`src/dpi_pkg.sv`:
```
package dpi_pkg;
  // Command field widths
  localparam int ROW_W  = 15;
  localparam int COL_W  = 10;
  localparam int ADDR_W = 17;
  // Address bit positions with extra meaning
  localparam int AP_BIT = 10;
  localparam int BC_BIT = 12;
  // Mode register numbers and fields used here
  localparam logic [2:0] MR_TERM  = 3'h1;
  localparam logic [2:0] MR_CRC   = 3'h2;
  localparam logic [2:0] MR_VREF  = 3'h4;
  localparam logic [2:0] MR_PARDM = 3'h5;
  localparam int MR1_NOM_LSB  = 8;
  localparam int MR2_CRC_BIT  = 12;
  localparam int MR4_VREF_BIT = 4;
  localparam int MR5_PAR_BIT  = 0;
  localparam int MR5_DM_BIT   = 10;
  localparam int MR5_WDBI_BIT = 11;
  localparam int MR5_RDBI_BIT = 12;
  // Alert timing, in device clocks
  localparam int CRC_ALERT_CYC = 6;
  localparam int PAR_ALERT_CYC = 48;
  localparam logic [5:0] ALERT_CNT_RST = 6'h00;
  // Burst lengths in beats
  localparam logic [3:0] BURST_FULL = 4'h8;
  localparam logic [3:0] BURST_CHOP = 4'h4;

  typedef enum {
    DPI_ST_IDLE, DPI_ST_ACTIVE, DPI_ST_PPD, DPI_ST_APD, DPI_ST_SREF
  } dpi_pwr_e;

  typedef enum {
    DPI_CMD_NOP, DPI_CMD_ACT, DPI_CMD_RD, DPI_CMD_WR, DPI_CMD_PRE,
    DPI_CMD_MRS, DPI_CMD_REF, DPI_CMD_ZQ, DPI_CMD_DES
  } dpi_cmd_e;

  // Sampled command/address pins
  typedef struct packed {
    logic              cs_n;
    logic              act_n;
    logic              ras_n;
    logic              cas_n;
    logic              we_n;
    logic              bg;
    logic [1:0]        ba;
    logic [ADDR_W-1:0] addr;
    logic              par;
  } dpi_ca_s;

  // Decoded access presented to the core
  typedef struct packed {
    logic             rd;
    logic             wr;
    logic [2:0]       bank;
    logic [COL_W-1:0] col;
    logic             auto_pre;
    logic [3:0]       beats;
  } dpi_acc_s;
endpackage

```
`src/dpi_pin_if.sv`:
```
`timescale 1ns/1ps
// Functional notes
// - Sample command and address only on rising edge of the link clock.
// - CKE low enters precharge/active power-down by bank state, or self-refresh with a refresh command when idle.
// - Power-down and self-refresh both keep clock and CKE buffers; exit waits for a link clock edge.
// - Chip select high masks the command; it is part of the code.
// - ODT high terminates all data pins unless nominal termination disabled.
// - ACT low with select decodes activate; WE pin becomes the top row bit.
// - Write beats with mask low are not stored; mask taken on both edges.
// - Mode register five picks mask or inversion for the shared pin.
// - Inversion pin low means byte is inverted; device restores it.
// - Bank group and bank pick bank, or mode register for a set.
// - Row fifteen bits, column ten bits, opcode from address on set.
// - Address bit ten on read/write requests auto-precharge.
// - Precharge with bit ten low closes one bank, high closes all.
// - Address bit twelve low chops the burst, high runs full burst.
// - Reset pin low holds device in reset regardless of clock.
// - Write CRC, when enabled, follows last data beat.
// - Vref test mode drives reference level on a low data pin.
// - Strobes differential; lower pair serves low byte, upper high byte.
// - Even parity over command, bank and address checked when enabled.
// - CRC error pulses alert low briefly; parity error holds it longer.
module dpi_pin_if
  import dpi_pkg::*;
(
  // Clock and reset
  input  wire logic        clk_i,
  input  wire logic        reset_i,
  // Pins from the controller
  input  wire logic        ck_t_i,
  input  wire logic        ck_c_i,
  input  wire logic        cke_i,
  input  wire logic        reset_pin_n_i,
  input  wire logic        odt_i,
  input  wire logic        ten_i,
  input  wire dpi_ca_s     ca_i,
  // Write data, per beat, with strobe edge marker
  input  wire logic        wbeat_i,
  input  wire logic [15:0] dq_i,
  input  wire logic [1:0]  dmi_n_i,
  input  wire logic        crc_err_i,
  // Read data from the core
  input  wire logic        rbeat_i,
  input  wire logic [15:0] rdata_i,
  // Alert pin, open drain
  input  wire logic        alert_n_i,
  output logic             alert_n_o,
  output logic             alert_oe_n_o,
  // Data pins out
  output logic [15:0]      dq_o,
  output logic [1:0]       dmi_n_o,
  output logic             dq_oe_n_o,
  output logic [1:0]       dqs_t_o,
  output logic [1:0]       dqs_c_o,
  // Status and core side
  output dpi_acc_s         acc_o,
  output logic [15:0]      wdata_o,
  output logic [1:0]       wstore_o,
  output logic             term_on_o,
  output logic             vref_mon_o,
  output logic             crc_en_o,
  output logic [1:0]       pwr_o,
  output logic [7:0]       open_o,
  output logic [ROW_W-1:0] row_o,
  output logic             ten_o
);
  // Two-flop sync of clock, control and command pins; the first stage feeds only the second
  logic [6:0]  s1_ff, s2_ff;
  dpi_ca_s     ca1_ff, ca2_ff;
  logic        ck_d_ff;
  always_ff @(posedge clk_i) begin
    s1_ff   <= {ck_t_i, ck_c_i, cke_i, reset_pin_n_i, odt_i, ten_i, alert_n_i};
    s2_ff   <= s1_ff;
    ca1_ff  <= ca_i;
    ca2_ff  <= ca1_ff;
    ck_d_ff <= s2_ff[6] & ~s2_ff[5];
  end
  // Crossing taken only after both clock legs are synchronised
  wire ck_rise = s2_ff[6] & ~s2_ff[5] & ~ck_d_ff;
  wire cke_s   = s2_ff[4];
  wire rst_all = reset_i | ~s2_ff[3];
  wire odt_s   = s2_ff[2];
  wire ten_s   = s2_ff[1];
  wire alert_s = s2_ff[0];

  // State registers
  dpi_pwr_e    pwr_ff, nxt_pwr;
  logic [7:0]  open_ff, nxt_open;
  logic [ADDR_W-1:0] mr1_ff, mr2_ff, mr4_ff, mr5_ff;
  logic [ADDR_W-1:0] nxt_mr1, nxt_mr2, nxt_mr4, nxt_mr5;
  dpi_acc_s    acc_ff, nxt_acc;
  logic [5:0]  alert_cnt_ff, nxt_alert_cnt;
  logic        odt_ff, nxt_odt;
  logic [ROW_W-1:0] row_ff, nxt_row;
  logic        par_err;
  dpi_cmd_e    cmd;

  // Command decode; select high masks everything
  always_comb begin
    cmd = DPI_CMD_NOP;
    if (ca2_ff.cs_n) cmd = DPI_CMD_DES;
    else if (!ca2_ff.act_n) cmd = DPI_CMD_ACT;
    else begin
      unique case ({ca2_ff.ras_n, ca2_ff.cas_n, ca2_ff.we_n})
        3'h0: cmd = DPI_CMD_MRS;
        3'h1: cmd = DPI_CMD_REF;
        3'h2: cmd = DPI_CMD_PRE;
        3'h3: cmd = DPI_CMD_NOP;
        3'h4: cmd = DPI_CMD_WR;
        3'h5: cmd = DPI_CMD_RD;
        3'h6: cmd = DPI_CMD_ZQ;
        3'h7: cmd = DPI_CMD_NOP;
      endcase
    end
  end

  // Even parity over command, bank and A15..A0
  assign par_err = mr5_ff[MR5_PAR_BIT] & ~ca2_ff.cs_n &
    (^{ca2_ff.act_n, ca2_ff.ras_n, ca2_ff.cas_n, ca2_ff.we_n, ca2_ff.bg,
       ca2_ff.ba, ca2_ff.addr[15:0], ca2_ff.par});

  // Commands and ODT are ignored in power-down and self-refresh; CKE, reset pin and parity alert still act
  wire in_lp  = (pwr_ff == DPI_ST_PPD) | (pwr_ff == DPI_ST_APD) |
                (pwr_ff == DPI_ST_SREF);
  wire cmd_ok = ck_rise & ~in_lp & ~par_err;
  wire [2:0] bank = {ca2_ff.bg, ca2_ff.ba};

  // Next-state for bank, mode registers, power and access
  always_comb begin
    nxt_pwr  = pwr_ff;
    nxt_open = open_ff;
    nxt_mr1  = mr1_ff;
    nxt_mr2  = mr2_ff;
    nxt_mr4  = mr4_ff;
    nxt_mr5  = mr5_ff;
    nxt_acc  = acc_ff;
    nxt_odt  = odt_ff;
    nxt_row  = row_ff;
    nxt_acc.rd = 1'b0;
    nxt_acc.wr = 1'b0;
    if (cmd_ok) begin
      unique case (cmd)
        DPI_CMD_ACT: begin
          nxt_open[bank] = 1'b1;
          nxt_row        = {ca2_ff.we_n, ca2_ff.addr[ROW_W-2:0]};
        end
        DPI_CMD_PRE: begin
          if (ca2_ff.addr[AP_BIT]) nxt_open = 8'h00;
          else nxt_open[bank] = 1'b0;
        end
        DPI_CMD_RD, DPI_CMD_WR: begin
          nxt_acc.rd       = (cmd == DPI_CMD_RD);
          nxt_acc.wr       = (cmd == DPI_CMD_WR);
          nxt_acc.bank     = bank;
          nxt_acc.col      = ca2_ff.addr[COL_W-1:0];
          nxt_acc.auto_pre = ca2_ff.addr[AP_BIT];
          nxt_acc.beats    = ca2_ff.addr[BC_BIT] ? BURST_FULL : BURST_CHOP;
          if (ca2_ff.addr[AP_BIT]) nxt_open[bank] = 1'b0;
        end
        DPI_CMD_MRS: begin
          unique case (bank)
            MR_TERM:  nxt_mr1 = ca2_ff.addr;
            MR_CRC:   nxt_mr2 = ca2_ff.addr;
            MR_VREF:  nxt_mr4 = ca2_ff.addr;
            MR_PARDM: nxt_mr5 = ca2_ff.addr;
            default:  nxt_mr1 = mr1_ff;
          endcase
        end
        default: nxt_open = open_ff;
      endcase
    end
    // CKE is sampled on the clock edge; self-refresh exit is synchronous too
    if (ck_rise) begin
      if (!cke_s) begin
        if (pwr_ff == DPI_ST_IDLE)
          nxt_pwr = (cmd == DPI_CMD_REF) ? DPI_ST_SREF : DPI_ST_PPD;
        else if (pwr_ff == DPI_ST_ACTIVE) nxt_pwr = DPI_ST_APD;
      end else if (in_lp) begin
        // Leaving power-down keeps track of banks that stayed open
        nxt_pwr = (open_ff != 8'h00) ? DPI_ST_ACTIVE : DPI_ST_IDLE;
      end else begin
        nxt_pwr = (nxt_open != 8'h00) ? DPI_ST_ACTIVE : DPI_ST_IDLE;
      end
    end
    // ODT is registered on the link clock like the command pins
    if (ck_rise && !in_lp) nxt_odt = odt_s;
  end

  // Alert counter: CRC short pulse, parity long hold
  always_comb begin
    nxt_alert_cnt = alert_cnt_ff;
    if (par_err && ck_rise) nxt_alert_cnt = 6'(PAR_ALERT_CYC);
    else if (crc_err_i && alert_cnt_ff == ALERT_CNT_RST)
      nxt_alert_cnt = 6'(CRC_ALERT_CYC);
    else if (alert_cnt_ff != ALERT_CNT_RST) nxt_alert_cnt = alert_cnt_ff - 6'h01;
  end

  // Register all state groups; reset pin acts through the synchroniser
  always_ff @(posedge clk_i) begin
    if (rst_all) begin
      pwr_ff       <= DPI_ST_IDLE;
      open_ff      <= 8'h00;
      mr1_ff       <= '0;
      mr2_ff       <= '0;
      mr4_ff       <= '0;
      mr5_ff       <= '0;
      acc_ff       <= '0;
      alert_cnt_ff <= ALERT_CNT_RST;
      odt_ff       <= 1'b0;
      row_ff       <= '0;
    end else begin
      pwr_ff       <= nxt_pwr;
      open_ff      <= nxt_open;
      mr1_ff       <= nxt_mr1;
      mr2_ff       <= nxt_mr2;
      mr4_ff       <= nxt_mr4;
      mr5_ff       <= nxt_mr5;
      acc_ff       <= nxt_acc;
      alert_cnt_ff <= nxt_alert_cnt;
      odt_ff       <= nxt_odt;
      row_ff       <= nxt_row;
    end
  end

  // Write data path: mask or inversion on each byte lane
  logic [15:0] wdata_ff, nxt_wdata;
  logic [1:0]  wstore_ff, nxt_wstore;
  genvar g;
  generate
    for (g = 0; g < 2; g++) begin : g_lane
      always_comb begin
        nxt_wdata[g*8 +: 8] = dq_i[g*8 +: 8];
        nxt_wstore[g] = wbeat_i;
        if (mr5_ff[MR5_WDBI_BIT] && !dmi_n_i[g])
          nxt_wdata[g*8 +: 8] = ~dq_i[g*8 +: 8];
        else if (mr5_ff[MR5_DM_BIT] && !dmi_n_i[g])
          nxt_wstore[g] = 1'b0;
      end
    end
  endgenerate

  // Read path: invert a byte when more than half its bits are zero
  logic [15:0] dq_ff, nxt_dq;
  logic [1:0]  dmi_ff, nxt_dmi;
  logic        oe_n_ff, nxt_oe_n;
  logic [1:0]  dqs_ff, nxt_dqs;
  generate
    for (g = 0; g < 2; g++) begin : g_rd
      logic [3:0] ones;
      always_comb begin
        ones = '0;
        for (int b = 0; b < 8; b++) ones = ones + 4'(rdata_i[g*8+b]);
        nxt_dq[g*8 +: 8] = rdata_i[g*8 +: 8];
        nxt_dmi[g] = 1'b1;
        if (mr5_ff[MR5_RDBI_BIT] && ones < 4'h4) begin
          nxt_dq[g*8 +: 8] = ~rdata_i[g*8 +: 8];
          nxt_dmi[g] = 1'b0;
        end
        nxt_dqs[g] = rbeat_i & ~dqs_ff[g];
      end
    end
  endgenerate
  assign nxt_oe_n = ~rbeat_i;

  always_ff @(posedge clk_i) begin
    if (rst_all) begin
      wdata_ff  <= '0;
      wstore_ff <= '0;
      dq_ff     <= '0;
      dmi_ff    <= 2'h3;
      oe_n_ff   <= 1'b1;
      dqs_ff    <= '0;
    end else begin
      wdata_ff  <= nxt_wdata;
      wstore_ff <= nxt_wstore;
      dq_ff     <= nxt_dq;
      dmi_ff    <= nxt_dmi;
      oe_n_ff   <= nxt_oe_n;
      dqs_ff    <= nxt_dqs;
    end
  end

  // Outputs; alert is open drain and floats in connectivity test
  assign alert_n_o    = 1'b0;
  assign alert_oe_n_o = ten_s | (alert_cnt_ff == ALERT_CNT_RST);
  assign ten_o        = ten_s & ~alert_s;
  assign dq_o         = dq_ff;
  assign dmi_n_o      = dmi_ff;
  assign dq_oe_n_o    = oe_n_ff;
  assign dqs_t_o      = dqs_ff;
  assign dqs_c_o      = ~dqs_ff;
  assign acc_o        = acc_ff;
  assign wdata_o      = wdata_ff;
  assign wstore_o     = wstore_ff;
  assign term_on_o    = odt_ff & (mr1_ff[MR1_NOM_LSB +: 3] != 3'h0);
  assign vref_mon_o   = mr4_ff[MR4_VREF_BIT];
  assign crc_en_o     = mr2_ff[MR2_CRC_BIT];
  assign pwr_o        = {in_lp, pwr_ff == DPI_ST_SREF};
  assign open_o       = open_ff;
  assign row_o        = row_ff;

  // Checks
  property p_chop;
    @(posedge clk_i) disable iff (rst_all)
      cmd_ok && cmd == DPI_CMD_RD && !ca2_ff.addr[BC_BIT] |=> acc_ff.beats == BURST_CHOP;
  endproperty
  burst_chop_a: assert property (p_chop) else $error("chop beats wrong");
  pre_all_a: assert property (@(posedge clk_i) disable iff (rst_all)
    cmd_ok && cmd == DPI_CMD_PRE && ca2_ff.addr[AP_BIT] |=> open_ff == 8'h00)
    else $error("precharge all failed");
  desel_a: assert property (@(posedge clk_i) disable iff (rst_all)
    ca2_ff.cs_n |=> !acc_ff.rd && !acc_ff.wr) else $error("deselect not masked");
  act_open_a: assert property (@(posedge clk_i) disable iff (rst_all)
    cmd_ok && cmd == DPI_CMD_ACT |=> open_ff[$past(bank)]) else $error("bank not opened");
  auto_pre_a: assert property (@(posedge clk_i) disable iff (rst_all)
    cmd_ok && cmd == DPI_CMD_WR && ca2_ff.addr[AP_BIT] |=> acc_ff.auto_pre && !open_ff[acc_ff.bank])
    else $error("auto precharge missed");
  par_alert_a: assert property (@(posedge clk_i) disable iff (rst_all)
    par_err && ck_rise && !ten_s |=> !alert_oe_n_o [*8]) else $error("parity alert short");
  mask_a: assert property (@(posedge clk_i) disable iff (rst_all)
    wbeat_i && mr5_ff[MR5_DM_BIT] && !mr5_ff[MR5_WDBI_BIT] && !dmi_n_i[0] |=> !wstore_ff[0])
    else $error("masked beat stored");
  lp_block_a: assert property (@(posedge clk_i) disable iff (rst_all)
    in_lp |=> !acc_ff.rd && !acc_ff.wr) else $error("command taken in low power");
  odt_a: assert property (@(posedge clk_i) disable iff (rst_all)
    mr1_ff[MR1_NOM_LSB +: 3] == 3'h0 |-> !term_on_o) else $error("odt not ignored");
  cov_rd: cover property (@(posedge clk_i) acc_ff.rd);
  cov_sref: cover property (@(posedge clk_i) pwr_ff == DPI_ST_SREF);
  cov_alert: cover property (@(posedge clk_i) !alert_oe_n_o);
endmodule

```
`config.mk`:
```
export PLATFORM = sky130hd
export DESIGN_NAME = dpi_pin_if
export DESIGN_NICKNAME = d
export VERILOG_FILES = /design/src/dpi_pkg.sv /design/src/dpi_pin_if.sv
export SDC_FILE = /design/constraint.sdc
export NUM_CORES = 1
export LEC_CHECK = 0
export BUFFER_PORTS_ARGS = -buffer_cell sky130_fd_sc_hd__buf_2
export CAP_MARGIN = 20
export CORE_AREA = 3 3 108 110
export DETAILED_ROUTE_END_ITERATION = 10
export DIE_AREA = 0 0 111 113
export PLACE_DENSITY = 0.91
export SLEW_MARGIN = 20
export SYNTH_ARGS = -nofsm -noshare
export SYNTH_HDL_FRONTEND = slang
export SYNTH_SLANG_ARGS = --single-unit
```
`constraint.sdc`:
```
create_clock -name clk_i -period 8.9 [get_ports clk_i]
set_clock_uncertainty 0.1 [all_clocks]
set_input_delay 0.445 -clock clk_i [delete_from_list [all_inputs] [get_ports clk_i]]
set_output_delay 0.445 -clock clk_i [all_outputs]
set_load 0.03 [all_outputs]
```
-- Word-level counts from Yosys, hierarchy flattened
Memories as Yosys holds them, arrays and structs flattened. A register that Yosys moved wholly into a read port is not among the register bits.
Index checks and enable logic that the tools add are counted.
- add/sub/neg operators: 15
- magnitude comparators: 4
- eq/ne operators: 16
- multiplexer cells: 29
- bitwise gates (word level): 34
- reductions and logical operators: 34
- operators by type and width (kind ; number):
    $eq A32 B3 Y1 const B ; 6
    $mux W32 ; 5
    $eq A32 B2 Y1 const B ; 3
    $eq A32 B4 Y1 const B ; 2
    $mux W8 ; 7
    $not A8 Y8 ; 5
    $add A4 B1 Y4 ; 8
    $eq A32 B1 Y1 const B ; 1
    $logic_not A32 Y1 ; 1
    $pmux W8 S3 ; 1
    $reduce_xor A24 Y1 ; 1
    $mux W6 ; 3
    $reduce_bool A8 Y1 ; 2
    $not A1 Y1 ; 12
    $reduce_and A3 Y1 ; 4
    $and A1 B1 Y1 ; 10
    $logic_and A1 B1 Y1 ; 10
    $mux W1 ; 10
    $reduce_bool A3 Y1 ; 3
    $add A3 B1 Y4 ; 2
    $and A8 B8 Y8 ; 1
    $lt A4 B3 Y1 const B ; 2
    $or A8 B8 Y8 ; 1
    $add A2 B1 Y3 ; 2
    other kinds (19) ; 30
- register bits after elaboration: 228
- bits in read-only memories: 24
- bits of input ports: 72
- logic and storage cells: 177
- memories kept: 1
- memories (memory ; depth ; bits a word ; read ports ; clocked after Yosys merged registers in ; write ports ; RTL line ; source):
    (name not given) ; 8 ; 3 ; 1 ; 1 ; 0 ; dpi_pin_if.sv:104 ; unique case ({ca2_ff.ras_n, ca2_ff.cas_n, ca2_ff.we_n})

-- Longest topological paths before layout
- depth after elaboration: 13
- mapped depth: 12
- depth with buffers taken out: 11

-- Worst setup path after synthesis
OpenSTA, ideal clock, no wires.
- kind: input port to flip-flop
- start: input rdata_i[8]
- end: register dq_ff[11] (netlist: dq_o[11])
- setup time: 0.128 ns
- arrival time: 2.838 ns
- data required time: 8.672 ns
- path slack: 5.834 ns
- stages: 10
- path buffers: 0
- cell sequence: inv_1 fa_1 fa_1 inv_1 fa_1 ha_1 nor3b_1 nand2_1 xnor2_1 nor2_1
- word-level cells in the longest chain between the ends: 10
- RTL lines (element ; RTL line ; source):
    start, declared ; dpi_pin_if.sv:44 ; input wire logic [15:0] rdata_i,
    $add A1 B1 Y2 ; dpi_pin_if.sv:252 ; for (int b = 0; b < 8; b++) ones = ones + 4'(rdata_i[g*8+b]);
    $add A2 B1 Y3 ; dpi_pin_if.sv:252 ;
    $add A3 B1 Y4 ; dpi_pin_if.sv:252 ;
    $add A4 B1 Y4 (4 in a row) ; dpi_pin_if.sv:252 ;
    $lt A4 B3 Y1 ; dpi_pin_if.sv:255 ; if (mr5_ff[MR5_RDBI_BIT] && ones < 4'h4) begin
    $logic_and A1 B1 Y1 ; dpi_pin_if.sv:255 ;
    $mux W8 ; dpi_pin_if.sv:255 ;
    end signal, assigned ; dpi_pin_if.sv:276 ; dq_ff <= nxt_dq;
    end, declared ; dpi_pin_if.sv:243 ; logic [15:0] dq_ff, nxt_dq;
No other way between the ends.
A chain may end at the register's enable or synchronous reset.

-- Worst setup path after layout
- start: register ca2_ff, in the netlist bank[1]
- end: register acc_ff, in the netlist acc_o[5]
- word-level cells in the longest chain between the ends: 5
- RTL lines (element ; RTL line ; source):
    start, declared ; dpi_pin_if.sv:69 ; dpi_ca_s ca1_ff, ca2_ff;
    start signal, assigned ; dpi_pin_if.sv:75 ; ca2_ff <= ca1_ff;
    $reduce_xor A24 Y1 ; dpi_pin_if.sv:119 ; (^{ca2_ff.act_n, ca2_ff.ras_n, ca2_ff.cas_n, ca2_ff.we_n, ca2_ff.bg,
    $and A1 B1 Y1 ; dpi_pin_if.sv:118 ; assign par_err = mr5_ff[MR5_PAR_BIT] & ~ca2_ff.cs_n &
    $not A1 Y1 ; dpi_pin_if.sv:125 ; wire cmd_ok = ck_rise & ~in_lp & ~par_err;
    $and A1 B1 Y1 ; dpi_pin_if.sv:125 ;
    $reduce_and A2 Y1 (no source line) ; - ;
    end signal, assigned ; dpi_pin_if.sv:218 ; acc_ff <= nxt_acc;
    end, declared ; dpi_pin_if.sv:91 ; dpi_acc_s acc_ff, nxt_acc;
No other way between the ends.

==> impl_metrics.env <==
export IMPL_yosys_warnings=0
export IMPL_placed_area_sq_um=6770
export IMPL_synth_edff_count=0
export IMPL_holdWs_ns=0.0402
export IMPL_fill_cells=747
export IMPL_io_pins=164
export IMPL_port_buffers=159
export IMPL_synth_top_cell_area_share=0.567
export IMPL_post_cts_resized=0
export IMPL_grt_antenna_before_repair=0
export IMPL_first_pass_iters=5
export IMPL_synthMuxAreaShare=0.0475
export IMPL_initial_core_util=0.546
export IMPL_maxSlewViolCount=0
export IMPL_synthTopCellsByCount="dfxtp_1, nor2_1, nand2_1"
export IMPL_synth_cells=562
export IMPL_grt_pass1_vias=4698
export IMPL_final_antenna_net_count=0
export IMPL_viasPerCell=4.93
export IMPL_rsz0062_at_grt="false"
export IMPL_status="finished clean"
export IMPL_vdd_drop_max_mv=0.188
export IMPL_grt_pass1_wl_microns=22400
export IMPL_hold_viol_final=0
export IMPL_post_cts_buffers=0
export IMPL_cts_tree="built"
export IMPL_chipHeight_microns=113
export IMPL_worst_setup_path_type="flop to flop"
export IMPL_cellLeakagePower_nw=3.46
export IMPL_hp_class="input pin to flop"
export IMPL_finalSetupViolCount=0
export IMPL_fin_crit_ns=3.56
export IMPL_numCtsBuffers=17
export IMPL_final_cell_count_no_fill=905
export IMPL_power_density_nw_per_um2=220
export IMPL_clkLatencyLatePin_ns=0.52
export IMPL_nNetsFinal=841
export IMPL_drive_gt1_frac=0.265
export IMPL_hold_buffers=32
export IMPL_gp_congestion=0.892
export IMPL_synthXorXnorAreaFrac=0.0870
export IMPL_post_synth_top_count_cell="dfxtp_1"
export IMPL_setup_tns_final_ns=0
export IMPL_synth_seq_cells=167
export IMPL_synth_adder_area_share=0.0416
export IMPL_diodes=0
export IMPL_synth_top_family_by_area="simple AND/OR/NAND/NOR gates"
export IMPL_place_ws_ns=5.42
export IMPL_grt_max_degree=84
export IMPL_clockBufferDepth=2
export IMPL_endpoint_kind="flop"
export IMPL_setup_slack_ns=5.34
export IMPL_relSlewSlack=0.377
export IMPL_ys_types=56
export IMPL_power_mw=1.69
export IMPL_wl_microns=13700
export IMPL_dpl_cell_count=842
export IMPL_cts_root_buf="clkbuf_8"
export IMPL_cp_start_kind="flop"
export IMPL_yosys_area_share_simple=0.156
export IMPL_rows=38
export IMPL_clkSlewWorstSetupHoldPaths_ns=0.07
export IMPL_place_hpwl_microns=9410
export IMPL_fmax_mhz=281
export IMPL_die_area_sq_um=12500
export IMPL_core_sq_um=10800
export IMPL_htreeDepth=4
export IMPL_syn_to_final_growth_pct=29.9
export IMPL_seq_area_frac_synth=0.567
export IMPL_grtUsageTotal=0.222
export IMPL_worstPathMaxFanout=17
export IMPL_cp_required_ns=9.16
export IMPL_synthFlopType="dfxtp_1"
export IMPL_syn_area_sq_um=5890
export IMPL_synth_largest_area_cell="dfxtp_1"
export IMPL_worst_pin_slew_ns=0.934
export IMPL_max_cap_viol_count=0
export IMPL_postLayoutCoreUtil=0.709
export IMPL_design_area_sq_um=7660
export IMPL_critPathArrivalTime_ns=3.82
export IMPL_die_width_microns=111
export IMPL_drtIter0Drc=253
export IMPL_avgSynthCellArea_sq_um=10.5
export IMPL_ys_async_sr_fraction=0
export IMPL_drc_errors=0
export IMPL_synth_area_leaders="dfxtp_1, xnor2_1, nor2_1"
export IMPL_grt_overflow_total=0
export IMPL_vias=4462
export IMPL_period_share=0.400
export IMPL_cts_num_sinks=167
export IMPL_routedWlPerCell_microns=15.1
export IMPL_synth_compound_area_frac=0.0626
==> final timing paths <==
path                   start          to  slack, ns  cells after the start
setup / recovery     bank[1]    acc_o[5]       5.34                     10
hold / removal       rbeat_i   dq_oe_n_o       0.04                      2
setup reg to reg     bank[1]    acc_o[5]       5.34                     10
hold reg to reg   ca1_ff[25]  ca2_ff[25]       0.23                      0
==> power breakdown <==
part / internal [mW] / switching, mW
clock: 0.389 / 0.299
combinational: 0.0876 / 0.114
sequential: 0.777 / 0.0189
==> placed cells by master (no fill, tap or decap), drive strengths merged, types with 2 or more instances in the layout <==
cell type | netlist | routed
ha | 10 | 10
nor3 | 8 | 8
nand4 | 2 | 2
o31a | 3 | 3
dlygate4sd3 | 0 | 32
buf | 10 | 161
nand3b | 2 | 2
inv | 26 | 29
xor2 | 6 | 6
xnor3 | 3 | 3
conb | 1 | 3
nor2b | 13 | 13
nand2b | 6 | 6
nor2 | 79 | 79
dfxtp | 167 | 167
clkinv | 0 | 5
nor3b | 4 | 4
nand3 | 9 | 9
nor4 | 3 | 3
a211oi | 2 | 2
or3 | 3 | 3
a22oi | 3 | 3
a21oi | 28 | 28
clkinvlp | 0 | 3
a22o | 2 | 2
nand2 | 46 | 46
mux2i | 28 | 28
fa | 6 | 6
xnor2 | 44 | 44
a211o | 2 | 2
and2 | 7 | 7
and3 | 2 | 2
clkbuf | 13 | 19
o21ai | 7 | 7
==> state kept, by name, summed over array words and instances, names as in the netlist, 4 cells and up, named ones only <==
signal and cells:
row_o 15, alert_cnt_ff 6, ca2_ff 22, open_o 8
acc_o 18, ca1_ff 25, dq_o 16, wdata_o 16
s2_ff 7, mr5_ff 4, s1_ff 7
==> final cells by class <==
cell class                      instances  area [sq um]  share of cell area
Inverter                               26          97.6              0.0127
Sequential cell                       167          3340               0.437
Tap cell                              140           175              0.0229
Clock buffer                           19           442              0.0577
Timing Repair Buffer                  193          1130               0.148
Clock inverter                         12           120              0.0157
Multi-Input combinational cell        348          2350               0.307
==> worst max-delay path: stages (launching register included) <==
cell and delay, ns:
dfxtp_1 0.43, inv_1 0.14, ha_1 0.32, xnor2_1 0.17, xnor2_1 0.15, xnor3_1 0.49, and3_4 0.21, or3_4 0.40
or3_1 0.66, nand2_1 0.22, a21oi_1 0.10
==> layer usage <==
metal	global-route usage	part of all wire	wire length, microns
met1	0.240	0.39	5270
met3	0.0567	0.055	757
met2	0.414	0.54	7360
met5	0	0	0
met4	0.0911	0.021	284
==> cells by family after synthesis <==
kind of cell / after synthesis
AOI/OAI and AO/OA: 58
xor gates and xnor gates: 53
adders and majority gates: 16
buffers and inverters: 49
DFF: 167
muxes: 28
other: 1
and+or+nand+nor: 190
No activity file was read; power rests on OpenSTA's default activity.
